==> src/pkg/adc_ctrl_pkg.sv <==
// Constants and types for the converter control register block
//
// Contract
// - Start bit high then low begins conversion
// - Busy flag high during conversion, read-only
// - Enable powers converter; disabled keeps results
// - Justify 0: high=D11..4, low[7:4]=D3..0
// - Justify 1: high[3:0]=D11..8, low=D7..0
// - Unused result bits read as zero
// - Channel codes 0..11 select input; others float
// - Source field picks external, supply or reference
// - Internal source disconnects external channel
// - Clock select divides system clock 1..128
// - Pin enable makes pin analog input only
// - Analog pin drops its pull-high resistor
// - Gain amp enable provides internal reference
// - Bandgap on when enabled or otherwise needed
// - Source register bits 4,3 read zero
// - Reference select maps supply, external, bandgap
package adc_ctrl_pkg;
    localparam logic [3:0] ADDR_RESULT_LOW     = 4'h0;
    localparam logic [3:0] ADDR_RESULT_HIGH    = 4'h1;
    localparam logic [3:0] ADDR_CONV_CONTROL   = 4'h2;
    localparam logic [3:0] ADDR_SOURCE_CLOCK   = 4'h3;
    localparam logic [3:0] ADDR_REFERENCE      = 4'h4;
    localparam logic [3:0] ADDR_PIN_EN_LOW     = 4'h5;
    localparam logic [3:0] ADDR_PIN_EN_HIGH    = 4'h6;
    localparam logic [3:0] ADDR_IRQ_STATUS     = 4'h7;
    localparam logic [3:0] ADDR_IRQ_MASK       = 4'h8;

    localparam int BIT_START   = 7;
    localparam int BIT_BUSY    = 6;
    localparam int BIT_ENABLE  = 5;
    localparam int BIT_JUSTIFY = 4;
    localparam int BIT_GAIN    = 7;
    localparam int BIT_BGAP    = 6;

    localparam logic [7:0] RESET_BYTE          = 8'h00;
    localparam logic [7:0] SOURCE_CLOCK_MASK   = 8'hE7;
    localparam logic [7:0] PIN_EN_HIGH_MASK    = 8'h0F;
    localparam logic [7:0] IRQ_MASK_BITS       = 8'h01;

    localparam int CONV_CYCLES = 16;
    localparam logic [4:0] CONV_CYCLES_M1 = 5'(CONV_CYCLES - 1);
    localparam logic [3:0] NUM_CHANNELS = 4'hC;

    localparam int BGAP_SETTLE_NS = 200;
    localparam int CLK_PERIOD_NS  = 50;
    localparam int BGAP_SETTLE_CYCLES = (BGAP_SETTLE_NS + CLK_PERIOD_NS - 1) / CLK_PERIOD_NS;

    typedef enum logic [1:0] {
        SRC_EXTERNAL,
        SRC_SUPPLY,
        SRC_REFERENCE
    } source_kind_type;

    typedef enum logic [2:0] {
        REF_SUPPLY,
        REF_EXTERNAL,
        REF_BANDGAP,
        REF_RESERVED
    } ref_kind_type;

    typedef enum {
        ST_IDLE,
        ST_CONVERT
    } conv_state_type;
endpackage

==> src/design/adc_control_registers.sv <==
// Register file and conversion sequencing for the 12-bit converter
`timescale 1ns/1ns
module adc_control_registers (
    // Clock and reset
    input  wire logic                      clk,
    input  wire logic                      reset,
    // Register port
    input  wire logic [3:0]                reg_addr,
    input  wire logic [7:0]                reg_wdata,
    input  wire logic                      reg_write,
    input  wire logic                      reg_read,
    output logic [7:0]                     reg_rdata,
    // Converter core
    input  wire logic [11:0]               core_result,
    input  wire logic                      lvd_lvr_active,
    output logic                           core_power,
    output logic                           core_sample_clk,
    output logic [11:0]                    ext_channel_onehot,
    output logic [2:0]                     input_source_route,
    output logic [1:0]                     source_divide,
    output logic [2:0]                     reference_route,
    output logic [1:0]                     reference_gain,
    output logic                           gain_amp_on,
    output logic                           bandgap_on,
    output logic                           ext_ref_in_pin_sel,
    output logic                           ref_out_pin_sel,
    // Pin function control
    output logic [11:0]                    analog_inputs,
    output logic [11:0]                    pull_high_block,
    // Interrupt
    output logic                           irq
);
    import adc_ctrl_pkg::*;

    logic [7:0]        conv_control_r;
    logic [7:0]        source_clock_r;
    logic [7:0]        reference_r;
    logic [11:0]       pin_en_r;
    logic [11:0]       result_r;
    logic              busy_r;
    logic [4:0]        conv_cnt_r;
    logic [6:0]        prescale_r;
    logic              conv_tick;
    logic              irq_status_r;
    logic              irq_mask_r;
    logic              done_evt;
    logic              start_seq;
    conv_state_type    state_r;
    logic [7:0]        rdata_nxt;

    function automatic logic wr_hit(input logic [3:0] a);
        return reg_write && (reg_addr == a);
    endfunction

    wire converter_enable   = conv_control_r[BIT_ENABLE];
    wire result_justify_sel = conv_control_r[BIT_JUSTIFY];
    wire [3:0] ext_channel_sel  = conv_control_r[3:0];
    wire [2:0] input_source_sel = source_clock_r[7:5];
    wire [2:0] conv_clock_sel   = source_clock_r[2:0];
    wire gain_amp_enable    = reference_r[BIT_GAIN];
    wire bandgap_enable     = reference_r[BIT_BGAP];
    wire [3:0] reference_sel = reference_r[3:0];

    // Start fires on the falling write of the start bit
    assign start_seq = wr_hit(ADDR_CONV_CONTROL) && conv_control_r[BIT_START]
                       && !reg_wdata[BIT_START] && reg_wdata[BIT_ENABLE];

    always_ff @(posedge clk)
    begin
        if (reset)
            conv_control_r <= RESET_BYTE;
        else if (wr_hit(ADDR_CONV_CONTROL))
            conv_control_r <= {reg_wdata[7], 1'b0, reg_wdata[5:0]};
    end

    always_ff @(posedge clk)
    begin
        if (reset)
            source_clock_r <= RESET_BYTE;
        else if (wr_hit(ADDR_SOURCE_CLOCK))
            source_clock_r <= reg_wdata & SOURCE_CLOCK_MASK;
    end

    always_ff @(posedge clk)
    begin
        if (reset)
            reference_r <= RESET_BYTE;
        else if (wr_hit(ADDR_REFERENCE))
            reference_r <= reg_wdata;
    end

    always_ff @(posedge clk)
    begin
        if (reset)
            pin_en_r <= 12'h000;
        else if (wr_hit(ADDR_PIN_EN_LOW))
            pin_en_r[7:0] <= reg_wdata;
        else if (wr_hit(ADDR_PIN_EN_HIGH))
            pin_en_r[11:8] <= reg_wdata[3:0];
    end

    // Conversion clock prescaler, free running
    always_ff @(posedge clk)
    begin
        if (reset)
            prescale_r <= 7'h00;
        else
            prescale_r <= prescale_r + 7'h01;
    end

    assign conv_tick = (conv_clock_sel == 3'h0) ? 1'b1
                     : (prescale_r & 7'((8'h01 << conv_clock_sel) - 8'h01)) == 7'h00;

    // Disabling mid conversion aborts and leaves old result
    always_ff @(posedge clk)
    begin
        if (reset)
        begin
            state_r    <= ST_IDLE;
            busy_r     <= 1'b0;
            conv_cnt_r <= 5'h00;
        end
        else
        begin
            case (state_r)
                ST_IDLE:
                begin
                    if (start_seq)
                    begin
                        state_r    <= ST_CONVERT;
                        busy_r     <= 1'b1;
                        conv_cnt_r <= 5'h00;
                    end
                end
                ST_CONVERT:
                begin
                    if (!converter_enable)
                    begin
                        state_r <= ST_IDLE;
                        busy_r  <= 1'b0;
                    end
                    else if (conv_tick)
                    begin
                        if (conv_cnt_r == CONV_CYCLES_M1)
                        begin
                            state_r <= ST_IDLE;
                            busy_r  <= 1'b0;
                        end
                        else
                            conv_cnt_r <= conv_cnt_r + 5'h01;
                    end
                end
                default:
                begin
                    state_r <= ST_IDLE;
                    busy_r  <= 1'b0;
                end
            endcase
        end
    end

    assign done_evt = (state_r == ST_CONVERT) && converter_enable && conv_tick
                      && (conv_cnt_r == CONV_CYCLES_M1);

    always_ff @(posedge clk)
    begin
        if (reset)
            result_r <= 12'h000;
        else if (done_evt)
            result_r <= core_result;
    end

    // Set wins over clear
    always_ff @(posedge clk)
    begin
        if (reset)
            irq_status_r <= 1'b0;
        else if (done_evt)
            irq_status_r <= 1'b1;
        else if (wr_hit(ADDR_IRQ_STATUS) && reg_wdata[0])
            irq_status_r <= 1'b0;
    end

    always_ff @(posedge clk)
    begin
        if (reset)
            irq_mask_r <= 1'b0;
        else if (wr_hit(ADDR_IRQ_MASK))
            irq_mask_r <= reg_wdata[0];
    end

    always_comb
    begin
        rdata_nxt = RESET_BYTE;
        case (reg_addr)
            ADDR_RESULT_LOW:
                rdata_nxt = result_justify_sel ? result_r[7:0]
                                               : {result_r[3:0], 4'h0};
            ADDR_RESULT_HIGH:
                rdata_nxt = result_justify_sel ? {4'h0, result_r[11:8]}
                                               : result_r[11:4];
            ADDR_CONV_CONTROL:
                rdata_nxt = {conv_control_r[7], busy_r, conv_control_r[5:0]};
            ADDR_SOURCE_CLOCK:
                rdata_nxt = source_clock_r & SOURCE_CLOCK_MASK;
            ADDR_REFERENCE:
                rdata_nxt = reference_r;
            ADDR_PIN_EN_LOW:
                rdata_nxt = pin_en_r[7:0];
            ADDR_PIN_EN_HIGH:
                rdata_nxt = {4'h0, pin_en_r[11:8]};
            ADDR_IRQ_STATUS:
                rdata_nxt = {7'h00, irq_status_r};
            ADDR_IRQ_MASK:
                rdata_nxt = {7'h00, irq_mask_r};
            default:
                rdata_nxt = RESET_BYTE;
        endcase
    end

    always_ff @(posedge clk)
    begin
        if (reset)
            reg_rdata <= RESET_BYTE;
        else if (reg_read)
            reg_rdata <= rdata_nxt;
        else
            reg_rdata <= RESET_BYTE;
    end

    always_ff @(posedge clk)
    begin
        if (reset)
            irq <= 1'b0;
        else
            irq <= (irq_status_r || done_evt) && irq_mask_r;
    end

    // Analog routing, registered so every output is a flop
    always_ff @(posedge clk)
    begin
        if (reset)
        begin
            core_power         <= 1'b0;
            core_sample_clk    <= 1'b0;
            ext_channel_onehot <= 12'h000;
            input_source_route <= 3'h0;
            source_divide      <= 2'h0;
            analog_inputs      <= 12'h000;
            pull_high_block    <= 12'h000;
        end
        else
        begin
            core_power      <= converter_enable;
            core_sample_clk <= conv_tick && busy_r;
            // Internal source forces the external mux open
            if (input_source_sel[1:0] == 2'h0 && ext_channel_sel < NUM_CHANNELS)
                ext_channel_onehot <= 12'(13'h0001 << ext_channel_sel);
            else
                ext_channel_onehot <= 12'h000;
            if (input_source_sel[1:0] == 2'h0)
                input_source_route <= 3'(1 << SRC_EXTERNAL);
            else if (input_source_sel[2])
                input_source_route <= 3'(1 << SRC_REFERENCE);
            else
                input_source_route <= 3'(1 << SRC_SUPPLY);
            source_divide   <= (input_source_sel[1:0] == 2'h0) ? 2'h0
                             : 2'(input_source_sel[1:0] - 2'h1);
            analog_inputs   <= pin_en_r;
            pull_high_block <= pin_en_r;
        end
    end

    always_ff @(posedge clk)
    begin
        if (reset)
        begin
            reference_route    <= 3'h0;
            reference_gain     <= 2'h0;
            gain_amp_on        <= 1'b0;
            bandgap_on         <= 1'b0;
            ext_ref_in_pin_sel <= 1'b0;
            ref_out_pin_sel    <= 1'b0;
        end
        else
        begin
            gain_amp_on        <= gain_amp_enable;
            bandgap_on         <= bandgap_enable || lvd_lvr_active;
            ext_ref_in_pin_sel <= reference_r[5];
            ref_out_pin_sel    <= reference_r[4];
            if (reference_sel >= 4'h1 && reference_sel <= 4'h4)
            begin
                reference_route <= 3'(1 << REF_EXTERNAL);
                reference_gain  <= 2'(reference_sel - 4'h1);
            end
            else if (reference_sel >= 4'hA && reference_sel <= 4'hC)
            begin
                reference_route <= 3'(1 << REF_BANDGAP);
                reference_gain  <= 2'(reference_sel - 4'h9);
            end
            else if (reference_sel == 4'h9 || (reference_sel >= 4'h5 && reference_sel <= 4'h8))
            begin
                reference_route <= 3'h0;
                reference_gain  <= 2'h0;
            end
            else
            begin
                reference_route <= 3'(1 << REF_SUPPLY);
                reference_gain  <= 2'h0;
            end
        end
    end
endmodule

==> config.mk <==
export PLATFORM = sky130hd
export DESIGN_NAME = adc_control_registers
export DESIGN_NICKNAME = d
export VERILOG_FILES = /design/src/pkg/adc_ctrl_pkg.sv /design/src/design/adc_control_registers.sv
export SDC_FILE = /design/constraint.sdc
export NUM_CORES = 1
export LEC_CHECK = 0
export BUFFER_PORTS_ARGS = -buffer_cell sky130_fd_sc_hd__buf_2
export CORE_MARGIN = 4
export CORE_UTILIZATION = 30
export CTS_CLUSTER_DIAMETER = 200
export CTS_CLUSTER_SIZE = 28
export DETAILED_ROUTE_END_ITERATION = 8
export HOLD_SLACK_MARGIN = 0.12
export PLACE_DENSITY_LB_ADDON = 0.1
export SLEW_MARGIN = 20
export SYNTH_ARGS = -nofsm -noshare
export SYNTH_HDL_FRONTEND = slang
export SYNTH_SLANG_ARGS = --single-unit
==> constraint.sdc <==
create_clock -name clk -period 1.55 [get_ports clk]
set_input_delay 0.0775 -clock clk [delete_from_list [all_inputs] [get_ports clk]]
set_output_delay 0.0775 -clock clk [all_outputs]
set_load 0.03 [all_outputs]
## Word level (Yosys, flattened, before mapping)

Cells that the tools add are included.

| word-level totals | value |
|---|---|
| register bits after elaboration | 141 |
| latch bits | 0 |
| memory bits (writable) | 0 |
| ROM bits | 0 |
| input bits | 29 |
| output and inout bits | 61 |
| logic and storage cells | 133 |
| memories | 0 |

| cells by class | value |
|---|---|
| $add $sub $neg | 6 |
| multiply operators | 0 |
| divide/modulo/power cells | 0 |
| magnitude comparators | 7 |
| eq/ne operators | 18 |
| shift operators | 2 |
| muxes and demuxes | 28 |
| bitwise operators | 4 |
| reductions and logical operators | 39 |

Operator list:

| operator | count |
|---|---|
| $mux W32 | 4 |
| $pmux W8 S9 | 1 |
| $pmux W32 S2 | 1 |
| $eq A32 B1 Y1 const B | 1 |
| $eq A32 B2 Y1 const B | 1 |
| $logic_not A32 Y1 | 1 |
| $logic_and A1 B1 Y1 | 20 |
| $mux W5 | 4 |
| $eq A4 B3 Y1 const B | 4 |
| $mux W8 | 2 |
| $shl A1 B4 Y12 const A | 1 |
| $pmux W5 S2 | 1 |
| $mux W1 | 9 |
| $eq A4 B2 Y1 const B | 2 |
| $eq A4 B4 Y1 const B | 2 |
| $le A4 B4 Y1 const B | 2 |
| $ne A2 B2 Y1 const B | 4 |
| $reduce_or A2 Y1 | 4 |
| $add A7 B1 Y7 const B | 1 |
| $and A7 B7 Y7 | 1 |
| $logic_not A7 Y1 | 1 |
| $shl A1 B3 Y7 const A | 1 |
| $sub A7 B1 Y7 const B | 1 |
| $mux W2 | 3 |
| other kinds (23) | 32 |

## Logic depth before layout (Yosys ltp)

Gate-level depths: netlist (run 1).

| logic depth | value |
|---|---|
| depth in word-level cells | 9 |
| depth in mapped cells | 7 |
| depth with buffers taken out | 6 |

## Least setup slack after synthesis (run 1)

No wires, ideal clock.

| timing | value |
|---|---|
| path type | reg2reg |
| start | register conv_cnt_r[0] |
| end | register irq_status_r |
| library setup time | 0.115 ns |
| data arrival time | 1.532 ns |
| required time | 1.435 ns |
| slack | -0.097 ns |
| stages on the path, launching flop included | 8 |
| path buffers | 2 |
| clock period less this slack | 1.647 ns |
| path through | dfxtp_1 > ha_1 > and3_1 > ha_1 > and4bb_1 > buf_6 > buf_12 > o21a_1 |

| between the ends | value |
|---|---|
| word-level cells in the longest chain between the ends | 3 |
| elaborated cells on any way between the ends | 4 |

RTL lines:

| item | RTL line | text |
|---|---|---|
| start, declared | adc_control_registers.sv:41 | `logic [4:0] conv_cnt_r;` |
| start signal, assigned | adc_control_registers.sv:150 | `conv_cnt_r <= conv_cnt_r + 5'h01;` |
| $eq A5 B4 Y1 * | adc_control_registers.sv:163 | `&& (conv_cnt_r == CONV_CYCLES_M1);` |
| $logic_and A1 B1 Y1 * | adc_control_registers.sv:163 |  |
| $mux W1 / $reduce_bool A2 Y1 (equally long branches) | - |  |
| end signal, assigned | adc_control_registers.sv:177 | `irq_status_r <= 1'b0;` |
| end signal, assigned | adc_control_registers.sv:179 | `irq_status_r <= 1'b1;` |
| end signal, assigned | adc_control_registers.sv:181 | `irq_status_r <= 1'b0;` |
| end, declared | adc_control_registers.sv:44 | `logic irq_status_r;` |

Mark *: on every way between the ends. The rest lies on a longest branch, timed or not.
A chain may end at the register's enable or synchronous reset.

## Final worst setup path (run 1)

| timing | value |
|---|---|
| start | register source_clock_r[0] |
| end | register result_r[2] |

| between the ends | value |
|---|---|
| word-level cells in the longest chain between the ends | 7 |
| elaborated cells on any way between the ends | 8 |

RTL lines:

| item | RTL line | text |
|---|---|---|
| start, declared | adc_control_registers.sv:36 | `logic [7:0] source_clock_r;` |
| start signal, assigned | adc_control_registers.sv:81 | `source_clock_r <= reg_wdata & SOURCE_CLOCK_MASK;` |
| $shl A1 B3 Y7 | adc_control_registers.sv:112 | `: (prescale_r & 7'((8'h01 << conv_clock_sel) - 8'h01)) == 7'h00;` |
| $sub A7 B1 Y7 | adc_control_registers.sv:112 |  |
| $and A7 B7 Y7 | adc_control_registers.sv:112 |  |
| $logic_not A7 Y1 | adc_control_registers.sv:112 |  |
| $mux W1 * | adc_control_registers.sv:111 | `assign conv_tick = (conv_clock_sel == 3'h0) ? 1'b1` |
| $logic_and A1 B1 Y1 * | adc_control_registers.sv:162 | `assign done_evt = (state_r == ST_CONVERT) && converter_enable && conv_tick` |
| $logic_and A1 B1 Y1 * | adc_control_registers.sv:163 |  |
| end signal, assigned | adc_control_registers.sv:170 | `result_r <= core_result;` |
| end, declared | adc_control_registers.sv:39 | `logic [11:0] result_r;` |

Marks and branches as above.

==> qor.txt, run 1 <==
Fmax: 602.4 MHz
Worst hold slack: 155.2 ps
Register bit count reported by yosys: 109
Worst Path Arrival: 1930 ps
CTS buffer count: 9
Max-slew headroom: 57.09%
Commonest non-fill, non-tap cells in the layout: dfxtp_1, buf_2, nand2_1
Largest net degree at the start of global routing: 44
GRT Util Overall: 14.52%
Top cells by area, synth: dfxtp_1, mux2i_1, nand2_1, a21oi_1, nor2_1
Routed vias: 3861
CTS tree: done
Worst-path maximum fanout: 14
Max-Cap Viols: 0
Register area share after synthesis: 48.43%
Die Height: 130.6 um
Failing checks: negative setup slack
Core region area: 0.01464 mm^2
Clock Sinks: 109
Drt wl/cell: 15.09 um
Main synth FF type: dfxtp_1
First-pass GRT wire length: 18940 um
I/O Pins: 90
Leakage Power: 2.555 nW
Worst skew pair latency: 350 ps
Final setup vio count: 14
Pwr dens: 945.2 mW/mm^2
Placed cell count: 767
Post-synth top area share: 48.43%
Synthesized Nets: 523
Root Buffer: clkbuf_16
Synth Cell Area: 0.004506 mm^2
Final ANT Viol Nets: 0
Dpl hpwl: 9298 um
H-tree levels: 3
Distinct cells, synth: 62
Kind of critical path: flip-flop to flip-flop
Core Rows: 44
Slew Limit Fails: 0
Yosys warning count: 0
HP Class: primary input to flip-flop
Final wirelength: 12230 um
Post-synth EDFFs: 0
IR drop worst, VDD: 517.7 uV
Die area: 0.01704 mm^2
Most common cell after layout, fill and taps aside: dfxtp_1
Starting Density: 30.77%
Run status: finished, violations left
Setup WS pre-CTS: -121.2 ps
Placement Cell Area: 0.005348 mm^2
Final worst path period share: 107.1%
Final min period: 1660 ps
Critical path startpoint category: flip-flop
Setup ws final: -109.9 ps
Max Root-Sink Buffers: 2
DRT iter0 DRCs: 257
Crit end category: flip-flop
Nets: 656
RSZ-0062 raised after global routing: true
Layout area overhead: 32.13%
Chip Width: 130.6 um
Vias in the first global route: 3637
Antenna violations before repair: 0
Routability Congestion: 0.8045
Number of remaining DRC errors: 0
Grt total ovfl: 0
Async SR Flop Fraction: 0%
Mean Syn Cell Area: 9.233 um^2
Pre-Repair DR Iteration Count: 5
Measured slew at the worst slew-check pin: 640.9 ps
Final hold vios: 0
Share of cells above drive strength 1: 28.59%
PortBufs: 89
Final Non-Filler Cells: 810
Required @ worst endpoint: 1820 ps
Vias/cell: 4.767
Fin area: 0.005953 mm^2
Clk_skew: 8.062 ps
Clock slew at reported path FFs: 70 ps
Syn Inst Count: 488
Yosys top cell by area: dfxtp_1
Ant diodes: 0
[final cells by class]
type	count	area, um^2
Fill cell	1475	8691
Sequential cell	109	2192
Multi-Input combinational cell	327	2108
Timing Repair Buffer	161	1070
Clock buffer	13	260.3
Tap cell	184	230.2
Inverter	13	48.80
Clock inverter	3	43.79
[per-layer routing]
| metal | vias to the layer above | GRT usage, % | share of wire (%) |
|---|---|---|---|
| li1 | 1938 | - | - |
| met1 | 1797 | 19.00 | 47 |
| met2 | 103 | 23.06 | 46 |
| met3 | 23 | 2.683 | 4.4 |
| met4 | 0 | 7.139 | 2.8 |
| met5 | - | 0 | 0 |
[state kept, by name, indices dropped and copies added, names as in the netlist, 2 cells and up]
register,count
source_divide,2
reference_gain,2
pull_high_block,12
input_source_route,3
conv_cnt_r,5
reference_route,3
pin_en_r,12
reg_rdata,8
source_clock_r,6
conv_control_r,7
reference_r,8
ext_channel_onehot,12
prescale_r,7
result_r,12
[critical path, cell delays in order, from the launching register on]
cell and delay, ps:
dfxtp_2 330, or2_1 220, a222oi_1 270, buf_4 170, and4bb_1 240, buf_12 160, mux2i_1 190
[cells by family after synthesis]
group | count (synthesis) | synth area share [%]
AOI/OAI and AO/OA | 73 | 10.66
xor gates and xnor gates | 5 | 0.9721
adders and majority gates | 6 | 1.666
buffers and inverters | 53 | 6.137
DFF | 109 | 48.43
muxes | 44 | 10.11
and+or+nand+nor | 198 | 22.02
[worst paths after layout]
check / startpoint / to / slack, ps / cells after the start
setup / recovery: source_clock_r[0] / result_r[2] / -110 / 6
hold / removal: reset / input_source_route[0] / 160 / 3
setup reg to reg: source_clock_r[0] / result_r[2] / -110 / 6
hold reg to reg: result_r[0] / result_r[0] / 460 / 2
[synthesized netlist by cell type (4+ instances only)]
master    number
nand2b_1       4
ha_1           6
and3_1         7
mux2i_1       41
nor2b_1       20
a31oi_1        6
clkbuf_1      13
nor2_1        41
buf_1          6
nor3b_1        5
a21oi_1       33
buf_4         12
dfxtp_1      109
inv_1         12
nor3_1         8
buf_2          7
nand2_1       65
o21ai_0        4
nand3_1       27
[stage by stage]
| stage | util [%] | TNS (ps) | total power, mW |
|---|---|---|---|
| after floorplan | - | -224.2 | 3.124 |
| after global placement | 36.52 | -510.2 | 3.304 |
| after detailed placement | 36.52 | -1358 | 3.305 |
| after CTS | 40.31 | -1180 | 5.701 |
| after global routing | 40.65 | -3154 | 5.827 |
| final | 40.65 | -1149 | 5.627 |
[what timing repair did]
| action | CTS | global route |
|---|---|---|
| gates resized for setup | 4 | 10 |
| hold endpoints to repair | 47 | 0 |
| cloned | 1 | 1 |
| pin swaps | 3 | 8 |
| hold buffers | 22 | 0 |
| endpoints found under the setup margin | 17 | 20 |
| setup buffers | 2 | 1 |
[where the power goes]
part	internal, mW	leakage (nW)	switching (mW)
clock network	1.34	0.150	1.00
registers	2.83	0.884	0.0217
logic	0.188	1.52	0.243
total	4.36	2.56	1.26
No activity file was read; power rests on OpenSTA's default activity.
==> run 2, diff against run 1 <==
==> constraint.sdc (replaced) <==
create_clock -name clk -period 1.55 [get_ports clk]
set_input_delay 0 -clock clk [delete_from_list [all_inputs] [get_ports clk]]
set_output_delay 0 -clock clk [all_outputs]
set_load 0.03 [all_outputs]
==> run 2 against run 1 <==
  * Worst setup slack got worse by 28 ps
  * Highest routed layer unchanged
  * Sequential share of layout area rose by 0.37 points
  * Clock skew rose by 2.6 ps
  * Register-to-register slack got worse by 30 ps
  * Fmax fell by 1.7%
  * Worst hold slack got worse by 16 ps
  * The run still ends with negative setup slack left
==> qor.txt, run 2 (synthesis results as in run 1) <==
Cell Chain, Critical Path: or2_1, a222oi_1, and4bb_1, buf_12, mux2i_1
Die Height: 130.6 um
Worst Min Path Start: reg_addr[3]
Critical path startpoint category: flip-flop
Drt wl/cell: 14.98 um
Ant diodes: 0
Clock Sinks: 109
Layout area overhead: 30.57%
GRT Util Overall: 14.43%
Setup WS pre-CTS: -108.4 ps
Slowest CP cell: a222oi_1
Routability Congestion: 0.7918
Chip Width: 130.6 um
Final hold vios: 0
Worst hold slack: 139.6 ps
PortBufs: 89
Final Total Pwr: 5.487 mW
Dpl hpwl: 9189 um
Routed vias: 3814
Measured slew at the worst slew-check pin: 650.0 ps
Setup slack, reg-to-reg: -140 ps
CTS tree: done
Failing checks: negative setup slack
Starting Density: 30.77%
Final worst path period share: 108.9%
Vias/cell: 4.738
Commonest non-fill, non-tap cells in the layout: dfxtp_1, buf_2, nand2_1
Crit end category: flip-flop
FILL cells: 1480
Nets: 651
Root Buffer: clkbuf_16
Worst Path Arrival: 1960 ps
Worst skew pair latency: 350 ps
R2R depth: 5
Die area: 0.01704 mm^2
Clk_skew: 10.65 ps
Vias in the first global route: 3666
Max-slew headroom: 56.48%
Reg2reg start: source_clock_r[0]
Pre-Repair DR Iteration Count: 4
Fmax: 592.4 MHz
DRT iter0 DRCs: 156
Setup ws final: -138.2 ps
Core region area: 0.01464 mm^2
Clock slew at reported path FFs: 80 ps
Hold endpoint: reg_rdata[5]
I/O Pins: 90
H-tree levels: 3
Hold path depth: 4
Pwr dens: 932.7 mW/mm^2
Kind of critical path: flip-flop to flip-flop
Final wirelength: 12060 um
Max-Cap Viols: 0
CTS buffer count: 9
Slew Limit Fails: 0
RSZ-0062 raised after global routing: true
Grt total ovfl: 0
Largest net degree at the start of global routing: 39
CP max stage delay: 390 ps
Leakage Power: 2.517 nW
R2r endpoint: result_r[10]
Required @ worst endpoint: 1830 ps
IR drop worst, VDD: 518.0 uV
Worst-path maximum fanout: 14
Run status: finished, violations left
Most common cell after layout, fill and taps aside: dfxtp_1
Core Rows: 44
Max Root-Sink Buffers: 2
Final setup vio count: 14
Final min period: 1688 ps
Number of remaining DRC errors: 0
Share of cells above drive strength 1: 26.57%
HP Class: primary input to flip-flop
First-pass GRT wire length: 18860 um
Antenna violations before repair: 0
Final ANT Viol Nets: 0
[run 2: area by class of cell]
class	instances	area (um^2)	area share [%]
clock buffer	10	229.0	3.892
tap	184	230.2	3.913
timing repair buffer	157	1060	18.01
sequential	109	2188	37.20
multi-input combinational	326	2073	35.24
inverter	13	48.80	0.8294
clock inverter	6	53.80	0.9145
[run 2: worst max-delay path by stage]
stage | to | start | cells after the start | slack (ps)
6_report | result_r[10] | source_clock_r[0] | 5 | -140
4_1_cts | result_r[10] | source_clock_r[0] | 5 | -130
3_3_place_gp | reference_gain[0] | reference_r[0] | 7 | -90
3_5_place_dp | result_r[10] | source_clock_r[0] | 5 | -110
5_1_grt | result_r[7] | source_clock_r[0] | 5 | -210
2_1_floorplan | result_r[10] | source_clock_r[0] | 6 | -20
[run 2: what timing repair did]
action,CTS,global route
setup buffers,2,1
endpoints found under the setup margin,20,22
pin swaps,1,5
resized for setup,3,2
hold endpoints to repair,54,0
hold buffers,25,0
[run 2: critical path: cells and delay by family, from the launching register on]
family	cells	cell delay, ps
AOI/OAI and AO/OA	1	390
buffers and inverters	1	170
DFF	1	330
muxes	1	200
and+or+nand+nor	2	520
[run 2: where the power goes]
part | internal [mW] | total, mW | switching (mW)
clock network | 1.12 | 2.21 | 1.09
logic | 0.186 | 0.428 | 0.242
registers | 2.83 | 2.85 | 0.0222
total | 4.14 | 5.49 | 1.35
[run 2: stage by stage]
step	area, um^2	setup TNS, ps	std cells	util (%)
after global routing	5883	-2528	805	40.17
after CTS	5874	-1329	805	40.11
after global placement	5323	-478.8	762	36.35
final	5883	-1357	805	40.17
after detailed placement	5323	-1193	762	36.35
after floorplan	4529	-224.2	488	-
[run 2: per-layer routing]
layer  GRT usage [%]  wire (um)  up-vias
li1                -          -     1932
met1           18.25       5629     1762
met2           23.51       5564      101
met3           4.106        605       19
met4           5.263        259        0
met5               0          0        -
==> run 3, diff against run 2 <==
--- a/config.mk
+++ b/config.mk
@@ -13,6 +13,7 @@
 export DETAILED_ROUTE_END_ITERATION = 8
 export HOLD_SLACK_MARGIN = 0.12
 export PLACE_DENSITY_LB_ADDON = 0.1
+export REMOVE_ABC_BUFFERS = 1
 export SLEW_MARGIN = 20
 export SYNTH_ARGS = -nofsm -noshare
 export SYNTH_HDL_FRONTEND = slang
==> run 3 against run 2 <==
  * Non-clock buffer count rose by 6
  * Count of clock-buffer cells in the layout rose by 1
  * Critical path type unchanged
  * Critical path depth did not move
  * Clock skew fell by 4.0 ps
  * The run still ends with negative setup slack left
  * Critical endpoint unchanged
  * First-iteration DRC count rose by 56%
  * Die area did not move
  * Wire length rose by 3.3%
  * Highest routed layer unchanged
  * Global-route usage rose by 0.20 points
  * Cell count rose by 0.37%
==> qor.txt, run 3 (synthesis results as in run 1) <==
Worst Path Arrival: 1900 ps
R2R depth: 5
Clock Sinks: 109
H-tree levels: 3
Leakage Power: 2.550 nW
Placed cell count: 767
Comb power frac: 7.7%
Final Non-Filler Cells: 808
RSZ-0062 raised after global routing: true
Pre-Repair DR Iteration Count: 4
GRT Util Overall: 14.64%
CTS buffer count: 9
First-pass GRT wire length: 19090 um
Final min period: 1627 ps
HP Class: primary input to flip-flop
CTS tree: done
Final wirelength: 12460 um
Routability Congestion: 0.8041
CP Capture Point: result_r[10]
Final Total Pwr: 5.604 mW
Switching share of power: 22.75%
Final worst path period share: 105.0%
Net Switching: 1.275 mW
Clk_skew: 6.641 ps
Fmax: 614.7 MHz
Reg2reg start: source_clock_r[2]
Max-Cap Viols: 0
Antenna violations before repair: 0
Placement Cell Area: 0.005311 mm^2
Root Buffer: clkbuf_16
Most common cell after layout, fill and taps aside: dfxtp_1
Die Height: 130.6 um
Run status: finished, violations left
Final setup vio count: 13
Max-slew headroom: 70.42%
Setup ws final: -76.81 ps
Ant diodes: 0
Dpl hpwl: 9119 um
Crit end category: flip-flop
Starting Density: 30.77%
Worst skew pair latency: 350 ps
Seq pwr share: 50.9%
Drt wl/cell: 15.42 um
Post-layout util: 40.74%
Clock slew at reported path FFs: 70 ps
Kind of critical path: flip-flop to flip-flop
Slew Limit Fails: 0
Vias/cell: 4.719
Worst-path maximum fanout: 14
Worst Min Path Start: reset
Final hold vios: 0
IR drop worst, VDD: 511.7 uV
Crit. Startpoint: source_clock_r[2]
Cell-internal power: 4.329 mW
I/O Pins: 90
Share of cells above drive strength 1: 28.85%
Setup WS pre-CTS: -126.0 ps
Required @ worst endpoint: 1820 ps
Fin area: 0.005966 mm^2
Nets: 657
Pwr dens: 939.3 mW/mm^2
Vias in the first global route: 3615
Core Rows: 44
Max Root-Sink Buffers: 2
Commonest non-fill, non-tap cells in the layout: dfxtp_1, buf_2, nand2_1
FILL cells: 1488
DRT iter0 DRCs: 244
Die area: 0.01704 mm^2
Setup slack, reg-to-reg: -80 ps
R2r endpoint: result_r[10]
Chip Width: 130.6 um
Number of remaining DRC errors: 0
Largest net degree at the start of global routing: 33
Final ANT Viol Nets: 0
Core region area: 0.01464 mm^2
Grt total ovfl: 0
Layout area overhead: 32.41%
Routed vias: 3813
Critical path startpoint category: flip-flop
Clock network fraction of total power: 41.4%
Failing checks: negative setup slack
Measured slew at the worst slew-check pin: 438.0 ps
PortBufs: 89
==> run 3: area by class of cell <==
class,instances,area (um^2),share of cell area (%)
timing repair buffer,163,1081,18.12
tap,184,230.2,3.859
clock buffer,11,252.7,4.237
clock inverter,2,35.03,0.5872
inverter,13,48.80,0.8180
sequential,109,2193,36.77
multi-input combinational,326,2125,35.61
==> run 3: critical path, cell delays in order, from the launching register on <==
cell	delay, ps
dfxtp_2	340
a21o_1	150
a222oi_1	390
and4bb_1	300
buf_12	170
mux2i_1	190
==> run 3: timing repair <==
| action | CTS | global route |
|---|---|---|
| pin swaps | 4 | 11 |
| endpoints found under the hold margin | 50 | 0 |
| endpoints found under the setup margin | 21 | 26 |
| cloned | 0 | 1 |
| gates resized for setup | 6 | 20 |
| hold buffers | 24 | 0 |
| setup buffers | 2 | 2 |
==> run 3: stage by stage <==
step,setup TNS [ps],hold WS [ps]
2_1_floorplan,-12910,66.69
3_3_place_gp,-1421,220.9
3_5_place_dp,-1882,222.5
4_1_cts,-1207,137.3
5_1_grt,-2236,151.5
6_report,-672.6,144.6
==> run 3: how the worst min path moves through the flow <==
stage	cells after the start	to	slack (ps)
6_report	3	reference_route[1]	140
5_1_grt	3	reference_route[1]	150
3_5_place_dp	3	bandgap_on	220
3_3_place_gp	3	bandgap_on	220
2_1_floorplan	1	prescale_r[0]	70
4_1_cts	3	pin_en_r[8]	140
==> run 3: power by group through the flow <==
| stage | sequential [mW] | combinational, mW | clock (mW) |
|---|---|---|---|
| detailed placement | 2.92 | 0.383 | 0 |
| floorplan | 2.95 | 0.117 | 0 |
| CTS | 2.85 | 0.430 | 2.39 |
| global route | 2.85 | 0.473 | 2.49 |
| finish | 2.85 | 0.432 | 2.32 |
| global placement | 2.91 | 0.382 | 0 |
==> run 3: layer usage <==
layer / share of wire, % / GRT usage [%] / vias up
met1: 47 / 20.60 / 1765
met5: 0 / 0 / -
li1: - / - / 1936
met4: 1.2 / 5.868 / 0
met2: 46 / 22.19 / 100
met3: 5.3 / 2.683 / 12
